[config.mk]
export PLATFORM = sky130hd
export DESIGN_NAME = bpt_top
export DESIGN_NICKNAME = d
export VERILOG_FILES = /design/src/rtl/bpt_pkg.sv /design/src/rtl/bpt_top.sv
export SDC_FILE = /design/constraint.sdc
export NUM_CORES = 1
export LEC_CHECK = 0
export BUFFER_PORTS_ARGS = -buffer_cell sky130_fd_sc_hd__buf_2
export CAP_MARGIN = 20
export CORE_ASPECT_RATIO = 1.4
export CORE_MARGIN = 1.5
export CORE_UTILIZATION = 45
export DETAILED_ROUTE_END_ITERATION = 12
export PLACE_DENSITY = 0.65
export REMOVE_ABC_BUFFERS = 1
export SYNTH_ARGS = -nofsm -noshare
export SYNTH_HDL_FRONTEND = slang
export SYNTH_SLANG_ARGS = --single-unit
[constraint.sdc]
create_clock -name i_clk -period 2.9 [get_ports i_clk]
set_clock_uncertainty 0.1 [all_clocks]
set_input_delay 0.145 -clock i_clk [delete_from_list [all_inputs] [get_ports i_clk]]
set_output_delay 0.145 -clock i_clk [all_outputs]
set_load 0.005 [all_outputs]
[src/rtl/bpt_pkg.sv]
/*
 * Constants for the breathing pattern timing block: register map, field
 * positions, reset values and phase duration tables.
 * Assumes a 20 MHz core clock; durations are kept in milliseconds.
 */
package bpt_pkg;
    localparam int NUM_PAT = 3;
    localparam int REGS_PER_PAT = 4;
    localparam int CLK_HZ = 20_000_000;
    localparam int MS_PER_S = 1000;
    localparam int TIME_W = 14;
    localparam int REP_W = 11;

    // Register offsets
    localparam logic [7:0] OFS_PAT1_RISE_ON = 8'h30;
    localparam logic [7:0] OFS_PAT1_FALL_OFF = 8'h31;
    localparam logic [7:0] OFS_PAT1_GAP_DELAY = 8'h32;
    localparam logic [7:0] OFS_PAT1_RUN_CTRL = 8'h33;
    localparam logic [7:0] OFS_PAT2_RISE_ON = 8'h35;
    localparam logic [7:0] OFS_PAT2_FALL_OFF = 8'h36;
    localparam logic [7:0] OFS_PAT2_GAP_DELAY = 8'h37;
    localparam logic [7:0] OFS_PAT2_RUN_CTRL = 8'h38;
    localparam logic [7:0] OFS_PAT3_RISE_ON = 8'h3a;
    localparam logic [7:0] OFS_PAT3_FALL_OFF = 8'h3b;
    localparam logic [7:0] OFS_PAT3_GAP_DELAY = 8'h3c;
    localparam logic [7:0] OFS_PAT3_RUN_CTRL = 8'h3d;

    localparam int IDX_RISE_ON = 0;
    localparam int IDX_FALL_OFF = 1;
    localparam int IDX_GAP_DELAY = 2;
    localparam int IDX_RUN_CTRL = 3;

    localparam logic [7:0] RST_PAT1_RISE_ON = 8'h80;
    localparam logic [7:0] RST_PAT1_FALL_OFF = 8'h86;
    localparam logic [7:0] RST_ZERO = 8'h00;

    // Field positions
    localparam int RISE_LSB = 4;
    localparam int ON_LSB = 0;
    localparam int FALL_LSB = 4;
    localparam int OFF_LSB = 0;
    localparam int GAP_LSB = 4;
    localparam int DELAY_LSB = 0;
    localparam int FINITE_BIT = 7;
    localparam int ADVANCE_BIT = 6;
    localparam int PULSES_LSB = 4;
    localparam int SLOT_EN_LSB = 0;
    localparam int REP_X16_BIT = 7;

    localparam logic [TIME_W-1:0] HOLD_MIN_MS = 14'h0028;
    localparam logic [3:0] REP_X16_FILL = 4'hf;

    function automatic logic [TIME_W-1:0] ramp_ms(input logic [3:0] code);
        case (code)
            4'h0: ramp_ms = 14'd0;
            4'h1: ramp_ms = 14'd130;
            4'h2: ramp_ms = 14'd260;
            4'h3: ramp_ms = 14'd380;
            4'h4: ramp_ms = 14'd510;
            4'h5: ramp_ms = 14'd770;
            4'h6: ramp_ms = 14'd1040;
            4'h7: ramp_ms = 14'd1600;
            4'h8: ramp_ms = 14'd2100;
            4'h9: ramp_ms = 14'd2600;
            4'ha: ramp_ms = 14'd3100;
            4'hb: ramp_ms = 14'd4200;
            4'hc: ramp_ms = 14'd5200;
            4'hd: ramp_ms = 14'd6200;
            4'he: ramp_ms = 14'd7300;
            default: ramp_ms = 14'd8300;
        endcase
    endfunction

    function automatic logic [TIME_W-1:0] hold_ms(input logic [3:0] code);
        hold_ms = (code == 4'h0) ? HOLD_MIN_MS : ramp_ms(code);
    endfunction

    function automatic logic [TIME_W-1:0] gap_ms(input logic [2:0] code);
        case (code)
            3'h0: gap_ms = 14'd0;
            3'h1: gap_ms = 14'd130;
            3'h2: gap_ms = 14'd260;
            3'h3: gap_ms = 14'd380;
            3'h4: gap_ms = 14'd540;
            3'h5: gap_ms = 14'd670;
            3'h6: gap_ms = 14'd800;
            default: gap_ms = 14'd1024;
        endcase
    endfunction

    // Decodes a register address to hit, pattern and register index
    function automatic logic [4:0] decode(input logic [7:0] addr);
        case (addr)
            OFS_PAT1_RISE_ON: decode = 5'h10;
            OFS_PAT1_FALL_OFF: decode = 5'h11;
            OFS_PAT1_GAP_DELAY: decode = 5'h12;
            OFS_PAT1_RUN_CTRL: decode = 5'h13;
            OFS_PAT2_RISE_ON: decode = 5'h14;
            OFS_PAT2_FALL_OFF: decode = 5'h15;
            OFS_PAT2_GAP_DELAY: decode = 5'h16;
            OFS_PAT2_RUN_CTRL: decode = 5'h17;
            OFS_PAT3_RISE_ON: decode = 5'h18;
            OFS_PAT3_FALL_OFF: decode = 5'h19;
            OFS_PAT3_GAP_DELAY: decode = 5'h1a;
            OFS_PAT3_RUN_CTRL: decode = 5'h1b;
            default: decode = 5'h00;
        endcase
    endfunction

    // Next enabled colour slot after cur, wrapping; slot 0 if none enabled
    function automatic logic [1:0] next_slot(input logic [3:0] en, input logic [1:0] cur);
        logic [1:0] cand;
        next_slot = 2'h0;
        for (int k = 4; k >= 1; k--)
        begin
            cand = 2'(cur + 2'(k));
            if (en[cand])
            begin
                next_slot = cand;
            end
        end
    endfunction

    typedef enum logic [6:0] {
        ST_IDLE  = 7'h01,
        ST_DELAY = 7'h02,
        ST_RISE  = 7'h04,
        ST_ON    = 7'h08,
        ST_FALL  = 7'h10,
        ST_OFF   = 7'h20,
        ST_GAP   = 7'h40
    } bpt_state_t;

    localparam int BIT_IDLE = 0;
    localparam int BIT_RISE = 2;
    localparam int BIT_ON = 3;
    localparam int BIT_FALL = 4;
endpackage

[src/rtl/bpt_top.sv]
/*
 * Three breathing pattern sequencers with their timing registers.
 * Assumes the serial slave outside gives single-cycle register writes,
 * run/stop strobes, the mode level and the repeat-count bytes.
 */
`timescale 1ns/1ps

// Functional notes
// Rise/delay codes, zero is none, bits 7:4/3:0
// On code zero is 0.04 s, else table
// Fall like rise, off like on
// Pulse gap from 3-bit code, bits 6:4
// Bit 7 clear runs forever, set finite
// Bit 6 advances pattern, true-colour only
// Pulses per cycle are code plus one
// Cleared colour bit masks that slot
// No slot enabled shows first slot
// Repeats low seven plus one, times sixteen when bit 7 is set
// Delay, then rise-on-fall-off pulses with gaps
module bpt_top #(
    parameter int TICK_CYCLES = bpt_pkg::CLK_HZ / bpt_pkg::MS_PER_S
) (
    input wire logic i_clk,
    input wire logic i_arst_n,
    input wire logic i_reg_wr,
    input wire logic [7:0] i_reg_addr,
    input wire logic [7:0] i_reg_wdata,
    input wire logic [2:0] i_run,
    input wire logic [2:0] i_stop,
    input wire logic i_true_color_mode,
    input wire logic [7:0] i_repeat_count_1,
    input wire logic [7:0] i_repeat_count_2,
    input wire logic [7:0] i_repeat_count_3,
    output logic [7:0] o_reg_rdata,
    output logic [2:0] o_pattern_active,
    output logic [2:0] o_rise,
    output logic [2:0] o_on,
    output logic [2:0] o_fall,
    output logic [1:0] o_color_slot_1,
    output logic [1:0] o_color_slot_2,
    output logic [1:0] o_color_slot_3
);
    localparam int NP = bpt_pkg::NUM_PAT;
    localparam int TW = bpt_pkg::TIME_W;
    localparam int PW = (TICK_CYCLES > 1) ? $clog2(TICK_CYCLES) : 1;

    if (TICK_CYCLES < 1)
    begin : g_bad_tick
        $error("TICK_CYCLES must be at least one");
    end

    ////////////////////////////////////////////////////////////////////////
    // Registers

    logic [7:0] regs [NP][bpt_pkg::REGS_PER_PAT];
    logic [7:0] next_regs [NP][bpt_pkg::REGS_PER_PAT];
    logic [7:0] next_rdata;
    logic [4:0] hit;

    always_comb
    begin
        hit = bpt_pkg::decode(i_reg_addr);
        next_regs = regs;
        next_rdata = 8'h00;
        if (hit[4])
        begin
            next_rdata = regs[hit[3:2]][hit[1:0]];
            if (i_reg_wr)
            begin
                next_regs[hit[3:2]][hit[1:0]] = i_reg_wdata;
            end
        end
    end

    always_ff @(posedge i_clk or negedge i_arst_n)
    begin
        if (!i_arst_n)
        begin
            for (int p = 0; p < NP; p++)
            begin
                for (int r = 0; r < bpt_pkg::REGS_PER_PAT; r++)
                begin
                    regs[p][r] <= bpt_pkg::RST_ZERO;
                end
            end
            regs[0][bpt_pkg::IDX_RISE_ON] <= bpt_pkg::RST_PAT1_RISE_ON;
            regs[0][bpt_pkg::IDX_FALL_OFF] <= bpt_pkg::RST_PAT1_FALL_OFF;
            o_reg_rdata <= 8'h00;
        end
        else
        begin
            regs <= next_regs;
            o_reg_rdata <= next_rdata;
        end
    end

    ////////////////////////////////////////////////////////////////////////
    // Millisecond tick

    logic [PW-1:0] presc;
    logic [PW-1:0] next_presc;
    logic tick;

    always_comb
    begin
        tick = (presc == PW'(TICK_CYCLES - 1));
        next_presc = tick ? '0 : PW'(presc + 1'b1);
    end

    always_ff @(posedge i_clk or negedge i_arst_n)
    begin
        if (!i_arst_n)
        begin
            presc <= '0;
        end
        else
        begin
            presc <= next_presc;
        end
    end

    ////////////////////////////////////////////////////////////////////////
    // Sequencers

    bpt_pkg::bpt_state_t state [NP];
    bpt_pkg::bpt_state_t next_state [NP];
    logic [TW-1:0] timer [NP];
    logic [TW-1:0] next_timer [NP];
    logic [1:0] pulse_cnt [NP];
    logic [1:0] next_pulse_cnt [NP];
    logic [bpt_pkg::REP_W-1:0] rep_cnt [NP];
    logic [bpt_pkg::REP_W-1:0] next_rep_cnt [NP];
    logic [1:0] slot [NP];
    logic [1:0] next_slot_q [NP];
    logic [7:0] rep_field [NP];

    assign rep_field[0] = i_repeat_count_1;
    assign rep_field[1] = i_repeat_count_2;
    assign rep_field[2] = i_repeat_count_3;

    always_comb
    begin
        logic [7:0] ro;
        logic [7:0] fo;
        logic [7:0] gd;
        logic [7:0] rc;
        logic [bpt_pkg::REP_W-1:0] last;
        logic [NP-1:0] chain;
        logic done;
        ro = 8'h00;
        fo = 8'h00;
        gd = 8'h00;
        rc = 8'h00;
        last = '0;
        chain = '0;
        done = 1'b0;
        for (int p = 0; p < NP; p++)
        begin
            ro = regs[p][bpt_pkg::IDX_RISE_ON];
            fo = regs[p][bpt_pkg::IDX_FALL_OFF];
            gd = regs[p][bpt_pkg::IDX_GAP_DELAY];
            rc = regs[p][bpt_pkg::IDX_RUN_CTRL];
            last = rep_field[p][bpt_pkg::REP_X16_BIT]
                ? {rep_field[p][6:0], bpt_pkg::REP_X16_FILL}
                : {4'h0, rep_field[p][6:0]};
            done = (timer[p] == '0);
            next_state[p] = state[p];
            next_pulse_cnt[p] = pulse_cnt[p];
            next_rep_cnt[p] = rep_cnt[p];
            next_slot_q[p] = slot[p];
            next_timer[p] = (tick && !done) ? TW'(timer[p] - 1'b1) : timer[p];
            case (state[p])
                bpt_pkg::ST_IDLE:
                begin
                    next_timer[p] = '0;
                end
                bpt_pkg::ST_DELAY, bpt_pkg::ST_GAP:
                begin
                    if (done)
                    begin
                        next_state[p] = bpt_pkg::ST_RISE;
                        next_timer[p] = bpt_pkg::ramp_ms(ro[bpt_pkg::RISE_LSB+:4]);
                    end
                end
                bpt_pkg::ST_RISE:
                begin
                    if (done)
                    begin
                        next_state[p] = bpt_pkg::ST_ON;
                        next_timer[p] = bpt_pkg::hold_ms(ro[bpt_pkg::ON_LSB+:4]);
                    end
                end
                bpt_pkg::ST_ON:
                begin
                    if (done)
                    begin
                        next_state[p] = bpt_pkg::ST_FALL;
                        next_timer[p] = bpt_pkg::ramp_ms(fo[bpt_pkg::FALL_LSB+:4]);
                    end
                end
                bpt_pkg::ST_FALL:
                begin
                    if (done)
                    begin
                        next_state[p] = bpt_pkg::ST_OFF;
                        next_timer[p] = bpt_pkg::hold_ms(fo[bpt_pkg::OFF_LSB+:4]);
                    end
                end
                bpt_pkg::ST_OFF:
                begin
                    if (done && pulse_cnt[p] != rc[bpt_pkg::PULSES_LSB+:2])
                    begin
                        next_pulse_cnt[p] = 2'(pulse_cnt[p] + 1'b1);
                        next_state[p] = bpt_pkg::ST_GAP;
                        next_timer[p] = bpt_pkg::gap_ms(gd[bpt_pkg::GAP_LSB+:3]);
                    end
                    else if (done && rc[bpt_pkg::FINITE_BIT] && rep_cnt[p] == last)
                    begin
                        next_state[p] = bpt_pkg::ST_IDLE;
                        chain[(p + 1) % NP] = rc[bpt_pkg::ADVANCE_BIT] & i_true_color_mode;
                    end
                    else if (done)
                    begin
                        // Counter only advances in finite mode so it cannot wrap
                        if (rc[bpt_pkg::FINITE_BIT])
                        begin
                            next_rep_cnt[p] = bpt_pkg::REP_W'(rep_cnt[p] + 1'b1);
                        end
                        next_pulse_cnt[p] = 2'h0;
                        next_slot_q[p] = bpt_pkg::next_slot(rc[bpt_pkg::SLOT_EN_LSB+:4], slot[p]);
                        next_state[p] = bpt_pkg::ST_DELAY;
                        next_timer[p] = bpt_pkg::ramp_ms(gd[bpt_pkg::DELAY_LSB+:4]);
                    end
                end
                default:
                begin
                    next_state[p] = bpt_pkg::ST_IDLE;
                end
            endcase
        end
        for (int p = 0; p < NP; p++)
        begin
            rc = regs[p][bpt_pkg::IDX_RUN_CTRL];
            gd = regs[p][bpt_pkg::IDX_GAP_DELAY];
            if (i_stop[p])
            begin
                next_state[p] = bpt_pkg::ST_IDLE;
            end
            else if (i_run[p] || chain[p])
            begin
                next_state[p] = bpt_pkg::ST_DELAY;
                next_timer[p] = bpt_pkg::ramp_ms(gd[bpt_pkg::DELAY_LSB+:4]);
                next_pulse_cnt[p] = 2'h0;
                next_rep_cnt[p] = '0;
                next_slot_q[p] = bpt_pkg::next_slot(rc[bpt_pkg::SLOT_EN_LSB+:4], 2'h3);
            end
        end
    end

    always_ff @(posedge i_clk or negedge i_arst_n)
    begin
        if (!i_arst_n)
        begin
            for (int p = 0; p < NP; p++)
            begin
                state[p] <= bpt_pkg::ST_IDLE;
                timer[p] <= '0;
                pulse_cnt[p] <= 2'h0;
                rep_cnt[p] <= '0;
                slot[p] <= 2'h0;
            end
        end
        else
        begin
            state <= next_state;
            timer <= next_timer;
            pulse_cnt <= next_pulse_cnt;
            rep_cnt <= next_rep_cnt;
            slot <= next_slot_q;
        end
    end

    ////////////////////////////////////////////////////////////////////////
    // Outputs, straight from state and slot flops

    always_comb
    begin
        for (int p = 0; p < NP; p++)
        begin
            o_pattern_active[p] = ~state[p][bpt_pkg::BIT_IDLE];
            o_rise[p] = state[p][bpt_pkg::BIT_RISE];
            o_on[p] = state[p][bpt_pkg::BIT_ON];
            o_fall[p] = state[p][bpt_pkg::BIT_FALL];
        end
    end

    assign o_color_slot_1 = slot[0];
    assign o_color_slot_2 = slot[1];
    assign o_color_slot_3 = slot[2];
endmodule

==> results of run 1 <==
[cells in the final DEF, fill, tap and decap left out, types with 31 or more instances in the layout]
cell type    n
o211ai_1    35
a21oi_1    196
mux2i_1     63
inv_1       87
ha_1       105
nor2b_1     31
nor2_1     238
o21ai_0    172
nand3_1    100
buf_4      190
dfrtp_1    220
nand2_1    245
xnor2_1     46
xor2_1      65
nor3_1      60
mux2_2      80
a31oi_1     33
buf_2       74
nand4_1     34
a211oi_1    55
nand2b_1    58
o22ai_1     31
[path summary, 6_finish.rpt]
kind | end | slack (ns) | depth (start not counted)
setup / recovery | timer[22] | -0.03 | 9
hold / removal | regs[86] | 0.03 | 2
setup reg to reg | timer[22] | -0.03 | 9
hold reg to reg | presc[0] | 0.39 | 1
max in group asynchronous | rep_cnt[0] | 1.81 | 3
min in group asynchronous | state[20] | 0.04 | 2
[sequential cells by signal, summed over array words and instances (netlist names)]
name	flops
presc	15
o_on	3
rep_cnt	33
timer	42
state	12
o_fall	3
o_color_slot_2	2
o_color_slot_3	2
o_rise	3
o_reg_rdata	8
regs	96
pulse_cnt	6
o_color_slot_1	2
[worst max-delay path, cell delays in order (launching register included)]
cell	delay, ns
dfrtp_1	0.39
or4_4	0.55
or4_4	0.59
or4_4	0.48
o2bb2ai_4	0.16
buf_12	0.13
buf_12	0.12
buf_8	0.11
a211oi_2	0.04
a22oi_1	0.15
[cell usage after synthesis (8+ instances only)]
cell,instances
buf_4,10
dfrtp_1,220
a211o_1,9
or2_2,8
and4_1,14
or3_1,15
nand2b_1,58
or4_1,10
nor3_1,64
a221oi_1,11
nand4_1,34
a31oi_1,33
a22oi_1,24
and2_1,17
nor3b_1,14
a211oi_1,56
o22ai_1,31
o211ai_1,35
mux2_2,80
a21oi_1,202
ha_1,107
nor4_1,34
nand3_1,102
o21ai_0,178
xnor2_1,46
nor2_1,243
a21o_1,9
inv_1,89
xor2_1,65
nand2_1,246
nand3b_1,13
clkbuf_1,149
and3_1,29
o21a_1,9
o2111ai_1,9
mux2i_1,63
buf_1,9
nor2b_1,31
[final cells by class]
| class | count | area, um^2 | share of cell area [%] |
|---|---|---|---|
| multi-input combinational | 2005 | 13100 | 57.0 |
| sequential | 227 | 5690 | 24.7 |
| timing repair buffer | 298 | 2290 | 9.97 |
| clock buffer | 31 | 721 | 3.13 |
| tap | 552 | 691 | 3.00 |
| inverter | 91 | 342 | 1.49 |
| clock inverter | 16 | 159 | 0.691 |
[layer usage]
| layer | vias up | routed length, um |
|---|---|---|
| li1 | 9342 | - |
| met1 | 9486 | 27200 |
| met2 | 659 | 33500 |
| met3 | 177 | 3170 |
| met4 | 0 | 3970 |
| met5 | - | 0 |
[repair_timing]
action / CTS / global route
buffers inserted: 0 / 11
resized for setup: 4 / 63
pin swaps: 1 / 8
hold buffers: 15 / 0
hold endpoints to repair: 236 / 0
setup endpoints to repair: 46 / 66
gates cloned: 0 / 1
[power groups by stage]
stage | Combinational (mW) | Sequential [mW] | Clock [mW]
3_5_place_dp | 2.95 | 3.68 | 0
2_1_floorplan | 1.58 | 3.65 | 0
3_3_place_gp | 2.92 | 3.67 | 0
5_1_grt | 3.91 | 3.67 | 3.62
4_1_cts | 3.01 | 3.63 | 3.50
6_report | 3.62 | 3.65 | 3.44
[logic make-up after synthesis]
kind of cell	Yosys count	synth area share [%]
AND/OR/NAND/NOR	954	24.0
buffers and inverters	264	5.29
AO/OA/AOI/OAI	690	22.0
adder cells (fa/ha/maj)	107	6.84
flip-flops	227	29.1
XOR/XNOR	111	4.97
multiplexers	143	7.83
==> impl_metrics.toml, run 1 <==
[outcome]
status = "finished with violations"
violations = "negative setup slack"

[pwr]
swShare_pct = 35.1
p_sw_mw = 3.76
total_power_mw = 10.7
seq_power_share_pct = 34.1
p_int_mw = 6.95
leakage_nw = 10.2
power_frac_comb_pct = 33.8
power_density_nw_per_um2 = 466
ir_drop_mv = 0.454
pwr-share-clk_pct = 32.1

[timing]
layout_min_cycle_time_ns = 2.93
finalSetupViolCount = 3
fin_crit_sh_pct = 101
drv_slew = 0
max_freq_ghz = 0.342
finalHoldViolCount = 0
rsz0062_at_grt = "true"
setup_ws_ns = -0.0257
max_slew_margin_pct = 43.2
setup_tns_ns = -0.0624
tightest_slew_ns = 0.842
holdWs_ns = 0.0258

[critical_path]
critical_path_required_ns = 3.27
endpoint_kind = "register"
reg2reg_from = "timer[35]"
cp_max_fo = 7
cp-startpoint = "timer[35]"
crit_type = "register to register"
critPathArrivalTime_ns = 3.30
worst_setup_path_start_kind = "register"

[clocking]
clockRootBuffer = "clkbuf_16"
numCtsBuffers = 26
clock_latency_ns = 0.57
cts.htree.levels = 1
clock-sinks = 227
clock_path_buffers = 3
cts_tree = "built"
clk_pin_slew_ns = 0.07

[synth]
synth_seq_area_share_pct = 29.1
netlist.area_leader.share_pct = 28.1
syn_inst = 2496
synthFlopType = "dfrtp_1"
synthArstFlopShare_pct = 100
synth_top_area_cell = "dfrtp_1"
ys_types = 82
yosys_warnings = 0
synth_area_leaders = "dfrtp_1 28%, ha_1 6.8%, a21oi_1 5.2%"
synth-edff-count = 0
syn_avg_cell_area_um2 = 7.84
syn-cell-area_um2 = 19600
ys_ff_latch = 227

[routing]
num_vias = 19664
drc_errors = 0
firstDrtPassIters = 6
ant_nets = 0
routed_wl_um = 67900
drt-vias-per-instance = 6.11
drt_iter0_drc = 1643
wl_per_cell_um = 21.1

[placed_design]
place_ws_ns = -0.184
post_dp_cell_area_um2 = 21600
io_buffers = 75
dp_cells = 3146
gp_congestion = 1.00
hpwl_um = 51900

[grt]
globalRouteMet1Util_pct = 36.6
antenna_found_initial = 0
grt_max_degree = 74
grt.busiest_layer = "met2"
grt_pass1_wl_um = 105000
grt-ovfl-total = 0
use_met2_pct = 51.3
grt_pass1_vias = 18959
met3_usage_pct = 2.79
gr-usage-all-layers_pct = 30.0

[hold_path]
hp-class = "input port to register"
worstHoldStart = "i_reg_wdata[6]"

[die]
rows = 90
core_area_um2 = 43000
io_pins = 76
fp.dieH_um = 250
initial_core_util_pct = 45.5
die_w_um = 179
die_area_um2 = 44700

[layout]
post-route-util_pct = 53.4
drive_gt1_share_pct = 18.2
final_cells = 3220
fill_cells = 4106
area_growth_pct = 17.5
stdcell_area_um2 = 23000
final_nets = 2806
diodes = 0

[flow_run]
max_cap_viol_count = 0
No activity file was read; power rests on OpenSTA's default activity.
==> run 2, diff against run 1 <==
Settings changed: HOLD_SLACK_MARGIN set to 0.05.
==> impl_metrics.toml, run 2 (same netlist as run 1, synthesis figures left out) <==
[outcome]
status = "finished with violations"
violations = "negative setup slack"

[routing]
ant_nets = 0
firstDrtPassIters = 6
drc_errors = 0
routed_wl_um = 67900
wl_per_cell_um = 21.1
drt-vias-per-instance = 6.07
num_vias = 19564
drt_iter0_drc = 1703

[clocking]
clock-sinks = 227
clk_pin_slew_ns = 0.06
numCtsBuffers = 26
cts_tree = "built"
cts.htree.levels = 1
clockRootBuffer = "clkbuf_16"
clock_latency_ns = 0.56
clock_path_buffers = 3

[timing]
tightest_slew_ns = 0.838
drv_slew = 0
max_freq_ghz = 0.343
fin_crit_sh_pct = 101
finalSetupViolCount = 3
rsz0062_at_grt = "true"
layout_min_cycle_time_ns = 2.92
setup_ws_ns = -0.0162
max_slew_margin_pct = 43.4
finalHoldViolCount = 0

[critical_path]
cp_common_cell = "or4_4"
critical_path_required_ns = 3.28
worst_setup_path_start_kind = "register"
reg2reg_from = "timer[32]"
cp_max_fo = 7
path_delay_family = "simple AND/OR/NAND/NOR gates"
crit_cells = 9
rrSetupSlack_ns = -0.02
path_cells = "or4_4, or4_4, or4_4, o2bb2ai_4, buf_12, buf_12, buf_8, a21oi_2, o22ai_1"
slowest_stage = "or4_4"
cp-startpoint = "timer[32]"
crit_buf_inv = 3
worst_path_largest_cell_delay_ns = 0.59
rr_worst_depth = 9
crit_type = "register to register"
endpoint_kind = "register"
crit_end = "timer[20]"
critPathArrivalTime_ns = 3.29
r2r_end = "timer[20]"

[grt]
gr-usage-all-layers_pct = 30.0
grt_pass1_wl_um = 105000
grt_pass1_vias = 18970
grt-ovfl-total = 0
antenna_found_initial = 0
grt_max_degree = 74

[die]
initial_core_util_pct = 45.5
rows = 90
core_area_um2 = 43000
fp.dieH_um = 250
io_pins = 76
die_area_um2 = 44700
die_w_um = 179

[layout]
layout_commonest_cell = "nand2_1"
top_register = "regs"
largest_reg_flops = 96
drive_gt1_share_pct = 18.2
multiInputGateArea_um2 = 13100
final_cell_mix = "245 x nand2_1, 238 x nor2_1, 220 x dfrtp_1"
fill_cells = 4105
top_regs = "regs (96), timer (42), rep_cnt (33)"
final_nets = 2807
area_growth_pct = 17.6
register_area_um2 = 5690

[pwr]
pwr-share-clk_pct = 32.1
total_power_mw = 10.7
ir_drop_mv = 0.452
swShare_pct = 35.0
leakage_nw = 10.2
seq_power_share_pct = 34.1
p_sw_mw = 3.74
p_int_mw = 6.95
power_frac_comb_pct = 33.8
power_density_nw_per_um2 = 465

[placed_design]
place_ws_ns = -0.184
hpwl_um = 51900
gp_congestion = 1.00
io_buffers = 75

[hold_path]
hp-class = "input port to async pin"

[flow_run]
max_cap_viol_count = 0
==> run 2: cell types whose count changed in the layout (fill, tap and decap cells not counted), sizes merged <==
cell	delta
diode	+1
dlygate4sd3	+1
==> run 2: per-layer routing <==
layer / vias up / share of wire (%) / wire length [um] / global-route usage (%)
met4: 0 / 5.8 / 3920 / 16.5
met5: - / 0 / 0 / 0
met2: 608 / 49 / 33600 / 51.4
met1: 9446 / 40 / 27200 / 36.6
li1: 9335 / - / - / -
met3: 175 / 4.7 / 3200 / 2.79
==> run 2: worst reg2reg max path: cells and delay by family, from the launching register on <==
family	cells	cell delay (ns)
flops	1	0.38
buf+inv	3	0.36
compound gates	3	0.36
simple gates	3	1.63
==> run 2: repair_timing <==
action | CTS | global route
hold buffers | 16 | 0
endpoints found under the hold margin | 331 | 0
gates resized for setup | 4 | 63
buffers inserted | 0 | 11
gates cloned | 0 | 1
pin swaps | 1 | 8
setup endpoints to repair | 46 | 66
==> run 2: power groups by stage <==
| stage | registers, mW | logic [mW] | clock network, mW |
|---|---|---|---|
| CTS | 3.63 | 3.01 | 3.50 |
| global route | 3.67 | 3.92 | 3.62 |
| global placement | 3.67 | 2.92 | 0 |
| floorplan | 3.65 | 1.58 | 0 |
| detailed placement | 3.68 | 2.95 | 0 |
| finish | 3.65 | 3.62 | 3.43 |
==> run 2: per-stage QoR <==
step           std cells  setup TNS (ns)  utilization (%)  hold slack, ns  cell area (um^2)
6_report            3222         -0.0280             53.5          0.0377             23000
5_1_grt             3221          -0.424             53.5          0.0829             23000
3_3_place_gp        3146           -1.51             50.1          0.0366             21600
3_5_place_dp        3146           -2.51             50.1          0.0454             21600
2_1_floorplan       2323          -52.96                -          -0.251             18900
4_1_cts             3209               0             52.6          0.0589             22600
==> run 2: layout make-up <==
| class | instances | share of cell area [%] |
|---|---|---|
| multi-input cells | 2005 | 56.9 |
| flip-flops and latches | 227 | 24.7 |
| repair buffers | 299 | 10.0 |
| clock buffers | 31 | 3.13 |
| well taps | 552 | 3.00 |
| inverters | 91 | 1.48 |
| clock inverters | 16 | 0.691 |
| diodes | 1 | 0.0109 |
==> run 2: how the worst min path moves through the flow <==
stage,startpoint,end,depth (start not counted)
floorplan,i_arst_n,o_color_slot_1[0],0
finish,i_arst_n,state[20],2
global placement,i_arst_n,state[20],1
detailed placement,i_arst_n,state[20],1
CTS,i_reg_wr,regs[62],4
global route,i_reg_wr,regs[62],4
